`src/design/wake_timer_pkg.sv`:
```
/*
 Constants, state enum and state struct of the wake-up timer.
 Assumes an AXI4-Lite slave with register index = byte address / 4.
*/
package wake_timer_pkg;
    // Register indices; byte address is four times the index
    localparam logic [5:0] IDX_CONTROL = 6'h23;
    localparam logic [5:0] IDX_RELOAD_HIGH = 6'h24;
    localparam logic [5:0] IDX_RELOAD_LOW = 6'h25;
    localparam logic [5:0] IDX_COUNT_HIGH = 6'h26;
    localparam logic [5:0] IDX_COUNT_LOW = 6'h27;
    localparam logic [5:0] IDX_STATUS = 6'h28;
    localparam logic [5:0] IDX_DETECT_CFG = 6'h29;
    // Control fields
    localparam int BIT_ACTIVE = 7;
    localparam int BIT_RUN_CHANGE = 6;
    localparam int BIT_AUTO_TRIM = 5;
    localparam int BIT_AUTO_DETECT = 4;
    localparam int BIT_AUTO_RELOAD = 3;
    localparam int BIT_AUTO_WAKE = 2;
    // Status and detect config fields
    localparam int BIT_IRQ_FLAG = 0;
    localparam int BIT_DETECT_BUSY = 1;
    localparam int BIT_CARD_IRQ_EN = 0;
    localparam int BIT_POWER_DOWN_EN = 1;
    // Reset values
    localparam logic [7:0] RESET_CONTROL = 8'h00;
    localparam logic [15:0] RESET_RELOAD = 16'h0000;
    localparam logic [1:0] RESET_DETECT_CFG = 2'h0;
    // Divider minus one per clock select code
    localparam logic [4:0] DIV_SEL0 = 5'h00;
    localparam logic [4:0] DIV_SEL1 = 5'h07;
    localparam logic [4:0] DIV_SEL2 = 5'h0f;
    localparam logic [4:0] DIV_SEL3 = 5'h1f;
    // Bus responses
    localparam logic [1:0] RESP_OKAY = 2'h0;
    localparam logic [1:0] RESP_SLVERR = 2'h2;

    typedef enum logic [0:0] {DETECT_IDLE, DETECT_BUSY} detect_state_t;

    typedef struct packed {
        logic awready;
        logic wready;
        logic arready;
        logic bvalid;
        logic [1:0] bresp;
        logic rvalid;
        logic [1:0] rresp;
        logic [31:0] rdata;
        logic aw_held;
        logic [5:0] aw_idx;
        logic w_held;
        logic [7:0] w_data;
        logic w_lane0;
        logic osc_s1;
        logic osc_s2;
        logic osc_s3;
        logic [4:0] prescale;
        logic wake_timer_active;
        logic auto_osc_trim;
        logic auto_card_detect;
        logic auto_reload;
        logic auto_wake;
        logic [1:0] wake_clk_select;
        logic [15:0] wake_reload_value;
        logic [15:0] count;
        logic wake_timer_irq_flag;
        logic card_irq_en;
        logic power_down_en;
        detect_state_t detect;
        logic wake_request;
        logic trim_start;
        logic card_detect_start;
        logic power_down_request;
        logic card_irq;
    } timer_state_t;
endpackage : wake_timer_pkg

```
`src/design/wake_timer.sv`:
```
/*
 Wake-up down-counter on the low-frequency oscillator with AXI4-Lite
 registers. Assumes the card detection sequence and trim logic sit
 outside and answer detect_done / card_found on clk.
*/
`timescale 1ns/1ns
//Contract
// - Timer wakes system, may launch detection
// - Active bit reads running, writes start/stop
// - Run change needs run_change_enable set
// - Auto trim starts trimming on underflow
// - Auto detect starts detection on underflow
// - Card found raises interrupt, stays active
// - No card returns to power down
// - Auto reload restarts from reload value
// - Without reload or auto detect, count to zero, halt
// - Underflow sets the interrupt flag
// - Auto wake wakes on each underflow
// - Clock select divides by 1/8/16/32
// - Start event loads counter from reload
// - Reload writes wait for next start or underflow reload
// - Count high byte is readable
// - Count low byte at next index
module wake_timer #(
    parameter int ADDR_W = 8
) (
    input wire logic clk,
    input wire logic resetn,
    input wire logic [ADDR_W-1:0] s_axi_awaddr,
    input wire logic s_axi_awvalid,
    output logic s_axi_awready,
    input wire logic [31:0] s_axi_wdata,
    input wire logic [3:0] s_axi_wstrb,
    input wire logic s_axi_wvalid,
    output logic s_axi_wready,
    output logic [1:0] s_axi_bresp,
    output logic s_axi_bvalid,
    input wire logic s_axi_bready,
    input wire logic [ADDR_W-1:0] s_axi_araddr,
    input wire logic s_axi_arvalid,
    output logic s_axi_arready,
    output logic [31:0] s_axi_rdata,
    output logic [1:0] s_axi_rresp,
    output logic s_axi_rvalid,
    input wire logic s_axi_rready,
    input wire logic low_freq_oscillator,
    input wire logic detect_done,
    input wire logic card_found,
    output logic wake_request,
    output logic trim_start,
    output logic card_detect_start,
    output logic power_down_request,
    output logic card_irq
);
    wake_timer_pkg::timer_state_t st;
    wake_timer_pkg::timer_state_t next_st;
    logic osc_edge;
    logic tick;
    logic uflow;
    logic wr_fire;
    logic ar_fire;
    logic ctrl_wr;
    logic start_evt;
    logic [4:0] div_last;
    logic [5:0] ar_idx;

    always_comb begin
        next_st = st;
        // Pulses last one cycle
        next_st.wake_request = 1'b0;
        next_st.trim_start = 1'b0;
        next_st.card_detect_start = 1'b0;
        next_st.power_down_request = 1'b0;
        next_st.card_irq = 1'b0;
        // Oscillator pin synchroniser and edge
        next_st.osc_s1 = low_freq_oscillator;
        next_st.osc_s2 = st.osc_s1;
        next_st.osc_s3 = st.osc_s2;
        osc_edge = st.osc_s2 && !st.osc_s3;
        case (st.wake_clk_select)
            2'h0: div_last = wake_timer_pkg::DIV_SEL0;
            2'h1: div_last = wake_timer_pkg::DIV_SEL1;
            2'h2: div_last = wake_timer_pkg::DIV_SEL2;
            default: div_last = wake_timer_pkg::DIV_SEL3;
        endcase
        tick = osc_edge && st.wake_timer_active && (st.prescale >= div_last);
        if (osc_edge && st.wake_timer_active) begin
            next_st.prescale = tick ? 5'h00 : st.prescale + 5'h01;
        end
        // decrement per tick, underflow when leaving zero
        uflow = tick && (st.count == 16'h0000);
        if (tick && !uflow) begin
            next_st.count = st.count - 16'h0001;
        end
        if (uflow) begin
            // detection mode restarts with no gap
            if (st.auto_reload || st.auto_card_detect) begin
                next_st.count = st.wake_reload_value;
            end else begin
                next_st.wake_timer_active = 1'b0;
            end
            next_st.wake_request = st.auto_wake;
            next_st.trim_start = st.auto_osc_trim;
        end
        // wake-up and detection launch on underflow
        if (uflow && st.auto_card_detect && st.detect == wake_timer_pkg::DETECT_IDLE) begin
            next_st.card_detect_start = 1'b1;
            next_st.detect = wake_timer_pkg::DETECT_BUSY;
        end
        if (st.detect == wake_timer_pkg::DETECT_BUSY && detect_done) begin
            next_st.detect = wake_timer_pkg::DETECT_IDLE;
            next_st.card_irq = card_found && st.card_irq_en;
            // no card returns to power down
            next_st.power_down_request = !card_found && st.power_down_en;
        end
        // Write channel capture
        if (st.awready && s_axi_awvalid) begin
            next_st.aw_held = 1'b1;
            next_st.aw_idx = s_axi_awaddr[7:2];
        end
        if (st.wready && s_axi_wvalid) begin
            next_st.w_held = 1'b1;
            next_st.w_data = s_axi_wdata[7:0];
            next_st.w_lane0 = s_axi_wstrb[0];
        end
        if (st.bvalid && s_axi_bready) begin
            next_st.bvalid = 1'b0;
        end
        wr_fire = st.aw_held && st.w_held && !st.bvalid;
        ctrl_wr = wr_fire && st.w_lane0 && st.aw_idx == wake_timer_pkg::IDX_CONTROL;
        start_evt = 1'b0;
        if (wr_fire) begin
            next_st.aw_held = 1'b0;
            next_st.w_held = 1'b0;
            next_st.bvalid = 1'b1;
            next_st.bresp = wake_timer_pkg::RESP_OKAY;
            case (st.aw_idx)
                wake_timer_pkg::IDX_CONTROL: begin
                    if (st.w_lane0) begin
                        next_st.auto_osc_trim = st.w_data[wake_timer_pkg::BIT_AUTO_TRIM];
                        next_st.auto_card_detect = st.w_data[wake_timer_pkg::BIT_AUTO_DETECT];
                        next_st.auto_reload = st.w_data[wake_timer_pkg::BIT_AUTO_RELOAD];
                        next_st.auto_wake = st.w_data[wake_timer_pkg::BIT_AUTO_WAKE];
                        next_st.wake_clk_select = st.w_data[1:0];
                        // write starts or stops the timer
                        if (st.w_data[wake_timer_pkg::BIT_RUN_CHANGE]) begin
                            if (!st.w_data[wake_timer_pkg::BIT_ACTIVE]) begin
                                next_st.wake_timer_active = 1'b0;
                            end else if (!st.wake_timer_active) begin
                                start_evt = 1'b1;
                            end
                        end
                    end
                end
                wake_timer_pkg::IDX_RELOAD_HIGH: begin
                    if (st.w_lane0) begin
                        next_st.wake_reload_value[15:8] = st.w_data;
                    end
                end
                wake_timer_pkg::IDX_RELOAD_LOW: begin
                    if (st.w_lane0) begin
                        next_st.wake_reload_value[7:0] = st.w_data;
                    end
                end
                wake_timer_pkg::IDX_STATUS: begin
                    // Write one clears flag below
                end
                wake_timer_pkg::IDX_DETECT_CFG: begin
                    if (st.w_lane0) begin
                        next_st.card_irq_en = st.w_data[wake_timer_pkg::BIT_CARD_IRQ_EN];
                        next_st.power_down_en = st.w_data[wake_timer_pkg::BIT_POWER_DOWN_EN];
                    end
                end
                wake_timer_pkg::IDX_COUNT_HIGH, wake_timer_pkg::IDX_COUNT_LOW: begin
                    // Read-only, write ignored
                end
                default: next_st.bresp = wake_timer_pkg::RESP_SLVERR;
            endcase
        end
        // start event loads counter from reload
        if (start_evt) begin
            next_st.wake_timer_active = 1'b1;
            next_st.count = st.wake_reload_value;
            next_st.prescale = 5'h00;
        end
        // underflow sets flag, set wins over clear
        if (wr_fire && st.w_lane0 && st.aw_idx == wake_timer_pkg::IDX_STATUS
            && st.w_data[wake_timer_pkg::BIT_IRQ_FLAG]) begin
            next_st.wake_timer_irq_flag = 1'b0;
        end
        if (uflow) begin
            next_st.wake_timer_irq_flag = 1'b1;
        end
        next_st.awready = !next_st.aw_held;
        next_st.wready = !next_st.w_held;
        // Read channel
        ar_fire = st.arready && s_axi_arvalid;
        ar_idx = s_axi_araddr[7:2];
        if (st.rvalid && s_axi_rready) begin
            next_st.rvalid = 1'b0;
            next_st.arready = 1'b1;
        end
        if (ar_fire) begin
            next_st.arready = 1'b0;
            next_st.rvalid = 1'b1;
            next_st.rresp = wake_timer_pkg::RESP_OKAY;
            next_st.rdata = 32'h0000_0000;
            case (ar_idx)
                wake_timer_pkg::IDX_CONTROL: begin
                    next_st.rdata[7:0] = {st.wake_timer_active, 1'b0, st.auto_osc_trim,
                        st.auto_card_detect, st.auto_reload, st.auto_wake,
                        st.wake_clk_select};
                end
                wake_timer_pkg::IDX_RELOAD_HIGH: next_st.rdata[7:0] = st.wake_reload_value[15:8];
                wake_timer_pkg::IDX_RELOAD_LOW: next_st.rdata[7:0] = st.wake_reload_value[7:0];
                wake_timer_pkg::IDX_COUNT_HIGH: next_st.rdata[7:0] = st.count[15:8];
                wake_timer_pkg::IDX_COUNT_LOW: next_st.rdata[7:0] = st.count[7:0];
                wake_timer_pkg::IDX_STATUS: begin
                    next_st.rdata[wake_timer_pkg::BIT_IRQ_FLAG] = st.wake_timer_irq_flag;
                    next_st.rdata[wake_timer_pkg::BIT_DETECT_BUSY] =
                        (st.detect == wake_timer_pkg::DETECT_BUSY);
                end
                wake_timer_pkg::IDX_DETECT_CFG: begin
                    next_st.rdata[wake_timer_pkg::BIT_CARD_IRQ_EN] = st.card_irq_en;
                    next_st.rdata[wake_timer_pkg::BIT_POWER_DOWN_EN] = st.power_down_en;
                end
                default: next_st.rresp = wake_timer_pkg::RESP_SLVERR;
            endcase
        end
    end

    always_ff @(posedge clk or negedge resetn) begin
        if (!resetn) begin
            st <= '0;
            st.awready <= 1'b1;
            st.wready <= 1'b1;
            st.arready <= 1'b1;
            st.wake_clk_select <= wake_timer_pkg::RESET_CONTROL[1:0];
            st.wake_reload_value <= wake_timer_pkg::RESET_RELOAD;
            st.card_irq_en <= wake_timer_pkg::RESET_DETECT_CFG[0];
            st.power_down_en <= wake_timer_pkg::RESET_DETECT_CFG[1];
            st.detect <= wake_timer_pkg::DETECT_IDLE;
        end else begin
            st <= next_st;
        end
    end

    assign s_axi_awready = st.awready;
    assign s_axi_wready = st.wready;
    assign s_axi_bvalid = st.bvalid;
    assign s_axi_bresp = st.bresp;
    assign s_axi_arready = st.arready;
    assign s_axi_rvalid = st.rvalid;
    assign s_axi_rresp = st.rresp;
    assign s_axi_rdata = st.rdata;
    assign wake_request = st.wake_request;
    assign trim_start = st.trim_start;
    assign card_detect_start = st.card_detect_start;
    assign power_down_request = st.power_down_request;
    assign card_irq = st.card_irq;
endmodule : wake_timer

```
`config.mk`:
```
export PLATFORM = sky130hd
export DESIGN_NAME = wake_timer
export DESIGN_NICKNAME = d
export VERILOG_FILES = /design/src/design/wake_timer_pkg.sv /design/src/design/wake_timer.sv
export SDC_FILE = /design/constraint.sdc
export NUM_CORES = 1
export LEC_CHECK = 0
export BUFFER_PORTS_ARGS = -buffer_cell sky130_fd_sc_hd__buf_4
export CORE_AREA = 2 2 86 129
export CTS_CLUSTER_SIZE = 16
export DETAILED_ROUTE_END_ITERATION = 8
export DIE_AREA = 0 0 88 131
export GPL_TIMING_DRIVEN = 0
export PLACE_DENSITY = 0.67
export SKIP_CTS_REPAIR_TIMING = 1
export SKIP_LAST_GASP = 1
export SLEW_MARGIN = 20
export SYNTH_ARGS = -nofsm -noshare
export SYNTH_HDL_FRONTEND = slang
export SYNTH_SLANG_ARGS = --single-unit
```
`constraint.sdc`:
```
create_clock -name clk -period 3 [get_ports clk]
set_clock_uncertainty 0.1 [all_clocks]
set_input_delay 0.3 -clock clk [delete_from_list [all_inputs] [get_ports clk]]
set_output_delay 0.3 -clock clk [all_outputs]
set_load 0.02 [all_outputs]
```
# After elaboration in Yosys (flattened, before gate mapping)
# Index checks and enable logic that the tools add are counted.
[totals] reg_bits=90 latch_bits=0 mem_bits_rw=0 romBits=0 inputBits=62 output_inout_bits=46 wordCells=141 memories=0
[classes] add_sub_neg=2 n_mul=0 n_div=0 magnitude_cmp=1 n_eq_ne=16 shifts=0 n_mux=46 bitwise_logic=1 reduce_logical=40
[op_table] operator="$eq A6 B6 Y1 const B" count=14
[op_table] operator="$mux W16" count=4
[op_table] operator="$mux W35" count=1
[op_table] operator="$mux W8" count=4
[op_table] operator="$pmux W6 S5" count=1
[op_table] operator="$mux W23" count=1
[op_table] operator="$mux W1" count=21
[op_table] operator="$mux W7" count=3
[op_table] operator="$logic_and A1 B1 Y1" count=20
[op_table] operator="$logic_not A16 Y1" count=1
[op_table] operator="$sub A16 B1 Y16 const B" count=1
[op_table] operator="$pmux W5 S3" count=1
[op_table] operator="$pmux W2 S7" count=1
[op_table] operator="$reduce_or A7 Y1" count=2
[op_table] operator="$reduce_and A3 Y1" count=4
[op_table] operator="$mux W10" count=1
[op_table] operator="$mux W5" count=2
[op_table] operator="$reduce_bool A2 Y1" count=5
[op_table] operator="$mux W2" count=4
[op_table] operator="$logic_not A1 Y1" count=6
[op_table] operator="$mux W6" count=1
[op_table] operator="$add A5 B1 Y5 const B" count=1
[op_table] operator="$ge A5 B5 Y1" count=1
[op_table] operator="$mux W3" count=1
[op_table] operator="other kinds (5)" count=5

# Depth between registers and ports, before layout
[depth] word_depth=12 ltp_mapped=10 depth_no_buf=9

# Worst setup path before layout
# No wires, ideal clock.
[synth_timing] kind="register to register" from="register st[42] in the netlist's numbering" to="register st[19] in the netlist's numbering" setup_time_ns=0.125 arrival_time_ns=2.300 required_time_ns=2.775 path_slack_ns=0.475 path_stages_with_launch=10 path_buffers=1 synth_period_minus_slack_ns=2.525 cell_sequence="dfrtp_1 nor2_1 inv_1 ha_1 nand2b_1 a221oi_1 o21ai_2 a41oi_4 buf_6 mux2_4"
[synth_rtl] element="start: declaration" line="wake_timer.sv:55" text="wake_timer_pkg::timer_state_t st;"
[synth_rtl] element="start signal: assignment" line="wake_timer.sv:244" text="st <= next_st;"

==> results.py <==
metrics = {
    "logic_synthesis": {
        "post_synth_num_cell_types": 54,
        "cell_area_after_synthesis_um2": 4554,
        "edff_count_synth": 0,
        "synth_cells": 420,
        "yosysWarnings": 0,
        "synth_flop_cell": "sky130_fd_sc_hd__dfrtp_1",
        "syn-mean-instance-area_um2": 10.84,
        "ys_async_sr_fraction": 1.000,
        "ys_seq_area_frac": 0.4843,
        "synth.ff_latch_count": 88,
    },
    "place": {
        "dpl_cell_area_um2": 5210,
        "post_placement_cell_count": 639,
        "dpl.hpwl_um": 7950,
        "finalWeightedCongestion": 0.9990,
        "pre_cts_slack_ns": 0.03812,
        "numPortBuffers": 50,
    },
    "setup_path": {
        "total_buffers_and_inverters_traversed_by_the_critical_path": 1,
        "cp_cell_sequence": "or3b_1 -> nor4_2 -> and4b_1 -> a41oi_4 -> buf_6 -> mux2_4",
        "cp_slowest_cell": "sky130_fd_sc_hd__nor4_2",
        "criticalPathCategory": "reg -> reg",
        "crit_path_start": "st[69]",
        "critical_path.top_delay_family": "simple AND/OR/NAND/NOR gates",
        "worstPathArrival_ns": 2.93,
        "timing.critical_path.fanout_max": 10,
        "crit-reg2reg-launch": "st[69]",
        "category_of_the_worst_setup_path_launch_point": "flop",
        "cp_slowest_stage_delay_ns": 0.79,
        "critical_path.endpoint_type": "flop",
        "critPathRequiredTime_ns": 3.13,
        "worst-r2r-setup-slack_ns": 0.20,
    },
    "die": {
        "initial_core_util": 0.4372,
        "pin_count": 108,
        "dieWidth_um": 88,
        "die_height_um": 131,
        "placeableCoreArea_um2": 10420,
        "die_area_um2": 11530,
        "num_rows": 46,
    },
    "timing": {
        "finalWorstPathRequiredPeriod_ns": 2.799,
        "hold_slack_ns": 0.02230,
        "final_cycle_utilization_of_the_critical_path": 0.9330,
        "final.setup.worst_slack_ns": 0.2009,
        "max_freq_mhz": 357.3,
        "rsz0062_at_grt": "no",
        "tightestPinTransition_ns": 1.072,
        "worst_slew_margin_rel": 0.2793,
        "fin_tns_setup_ns": 0,
        "setup_viol_count_final": 0,
        "timing.final.max_slew_violations": 0,
        "hold_viol_final": 0,
    },
    "pwr": {
        "p_total_mw": 5.486,
        "static-leakage-power_nw": 2.666,
        "cellPowerDensity_nw_per_um2": 981.5,
        "ir_drop_uv": 661.8,
    },
    "worst_hold_path": {
        "hp-start": "s_axi_arvalid",
        "hold_class": "in -> reg",
    },
    "clock_network": {
        "cts_sinks": 88,
        "cts_max_level": 3,
        "max-clock-path-buffers": 2,
        "cts_made_buffers": 9,
        "clk-insertion-delay-late_ns": 0.35,
        "cts_root_buf": "sky130_fd_sc_hd__clkbuf_16",
        "clock_tree_from_tritoncts": "done",
        "clkTransAtPathRegs_ns": 0.06,
    },
    "route": {
        "drt_pre_antenna_iters": 6,
        "wire_per_inst_um": 16.29,
        "wirelength_um": 10750,
        "vias_per_cell": 5.315,
        "route.antenna.remaining_nets": 0,
        "vias": 3508,
        "drc": 0,
        "dr.first_iter.drc_count": 461,
    },
    "final_layout": {
        "postLayoutCoreUtil": 0.5365,
        "final_net_count": 580,
        "area.growth.synth_to_final_pct": 22.72,
        "finish.cell_count_without_fillers": 660,
        "final_cell_area_um2": 5589,
        "antenna-diode-count": 0,
        "post_route_cells_drive_above_1_share": 0.3353,
        "fill_cells": 904,
    },
    "grt": {
        "globalRoute.totalOverflow": 0,
        "global_route.usage.met3": 0.03455,
        "met2_usage": 0.3436,
        "layer_with_the_highest_usage_after_global_routing": "met2",
        "number_of_global_route_vias_before_repair": 3421,
        "globalRouteMet1Util": 0.2268,
        "number_of_antenna_violations_at_the_first_check_in_global_routing": 0,
        "global_route.usage.total": 0.1967,
        "wire_length_of_the_first_global_routing_pass_um": 17210,
        "grt_max_degree": 89,
    },
    "flow_run": {
        "drv.max_cap_violation_count": 0,
    },
    "status": {
        "outcome": "finished clean",
    },
}
final cells by class:
cell class	instances	area, um^2	area share
flip-flops and latches	88	2206	0.3947
clock buffers	11	232.7	0.04164
well taps	144	180.2	0.03224
inverters	11	41.29	0.007388
clock inverters	5	81.33	0.01455
plain buffers	49	336.6	0.06022
repair buffers	55	421.7	0.07544
multi-input cells	297	2090	0.3739
worst register-to-register path, delay by kind of cell (launching register included):
kind | cells | cell delay [ns]
and+or+nand+nor | 3 | 1.59
buffers and inverters | 1 | 0.21
muxes | 1 | 0.30
DFF | 1 | 0.40
AOI/OAI and AO/OA | 1 | 0.08
kinds of logic after synthesis:
group	after synthesis	share of synthesized area
adder cells (fa/ha/maj)	7	0.01923
flip-flops	88	0.4843
AND/OR/NAND/NOR	129	0.1527
buffers and inverters	60	0.08242
other	1	0.0008234
multiplexers	55	0.1363
AO/OA/AOI/OAI	70	0.1050
XOR/XNOR	10	0.01923
synth_stat cells, types with 4 or more instances:
library cell               number  area share
sky130_fd_sc_hd__a22oi_1        8       0.013
sky130_fd_sc_hd__a21oi_1       21       0.023
sky130_fd_sc_hd__nor3_1         5      0.0055
sky130_fd_sc_hd__xnor2_1        4      0.0077
sky130_fd_sc_hd__nand4_1       10       0.014
sky130_fd_sc_hd__clkbuf_1      11      0.0091
sky130_fd_sc_hd__mux2_2        48        0.12
sky130_fd_sc_hd__nand2_1       22       0.018
sky130_fd_sc_hd__dfrtp_1       85        0.47
sky130_fd_sc_hd__nor3b_1        4      0.0066
sky130_fd_sc_hd__o21ai_0       14       0.015
sky130_fd_sc_hd__inv_1         11      0.0091
sky130_fd_sc_hd__ha_1           7       0.019
sky130_fd_sc_hd__nand3_1        8      0.0088
sky130_fd_sc_hd__xor2_1         6       0.012
sky130_fd_sc_hd__nor2_1        43       0.035
sky130_fd_sc_hd__a221oi_1       7       0.013
sky130_fd_sc_hd__buf_4         36       0.059
sky130_fd_sc_hd__mux2i_1        5       0.011
sky130_fd_sc_hd__and2_1         7      0.0096
sky130_fd_sc_hd__nor4_1         7      0.0096
where the power goes:
| part | leakage (nW) | internal (mW) | switching [mW] |
|---|---|---|---|
| combinational | 1.36 | 0.995 | 1.34 |
| sequential | 1.15 | 1.57 | 0.396 |
| clock | 0.150 | 0.730 | 0.462 |
metal layers:
metal  vias up  share of wire
met5         -              0
met2       135           0.53
li1       1635              -
met3        30          0.050
met1      1708           0.38
met4         0          0.031
sequential cells by signal, summed over array words and instances, names as in the netlist:
name	count
st	66
s_axi_rdata	8
next_st	2
card_detect_start	1
card_irq	1
power_down_request	1
s_axi_arready	1
s_axi_awready	1
s_axi_bresp	1
s_axi_bvalid	1
s_axi_rresp	1
s_axi_rvalid	1
s_axi_wready	1
trim_start	1
wake_request	1
layout by cell type, fill, tap and decap left out, drive strengths merged, types with 4 or more instances in the layout:
master / count
xor2: 6
mux2i: 5
buf: 92
mux2: 50
nor3b: 4
ha: 7
a221oi: 7
o21ai: 15
nand2: 22
clkbuf: 21
a21oi: 21
nand3: 8
and2: 7
dfrtp: 85
nor3: 5
xnor2: 4
conb: 26
inv: 11
nand4: 10
nor4: 9
nor2: 43
a22oi: 8
path summary, 6_finish.rpt:
check	end	depth (start not counted)
max in group asynchronous	s_axi_rdata[4]	2
worst max-delay path	st[22]	6
worst min register to register	next_st[53]	0
worst min-delay path	s_axi_arready	2
min in group asynchronous	st[20]	2
worst max register to register	st[22]	6
(Power assumes the default switching activity.)
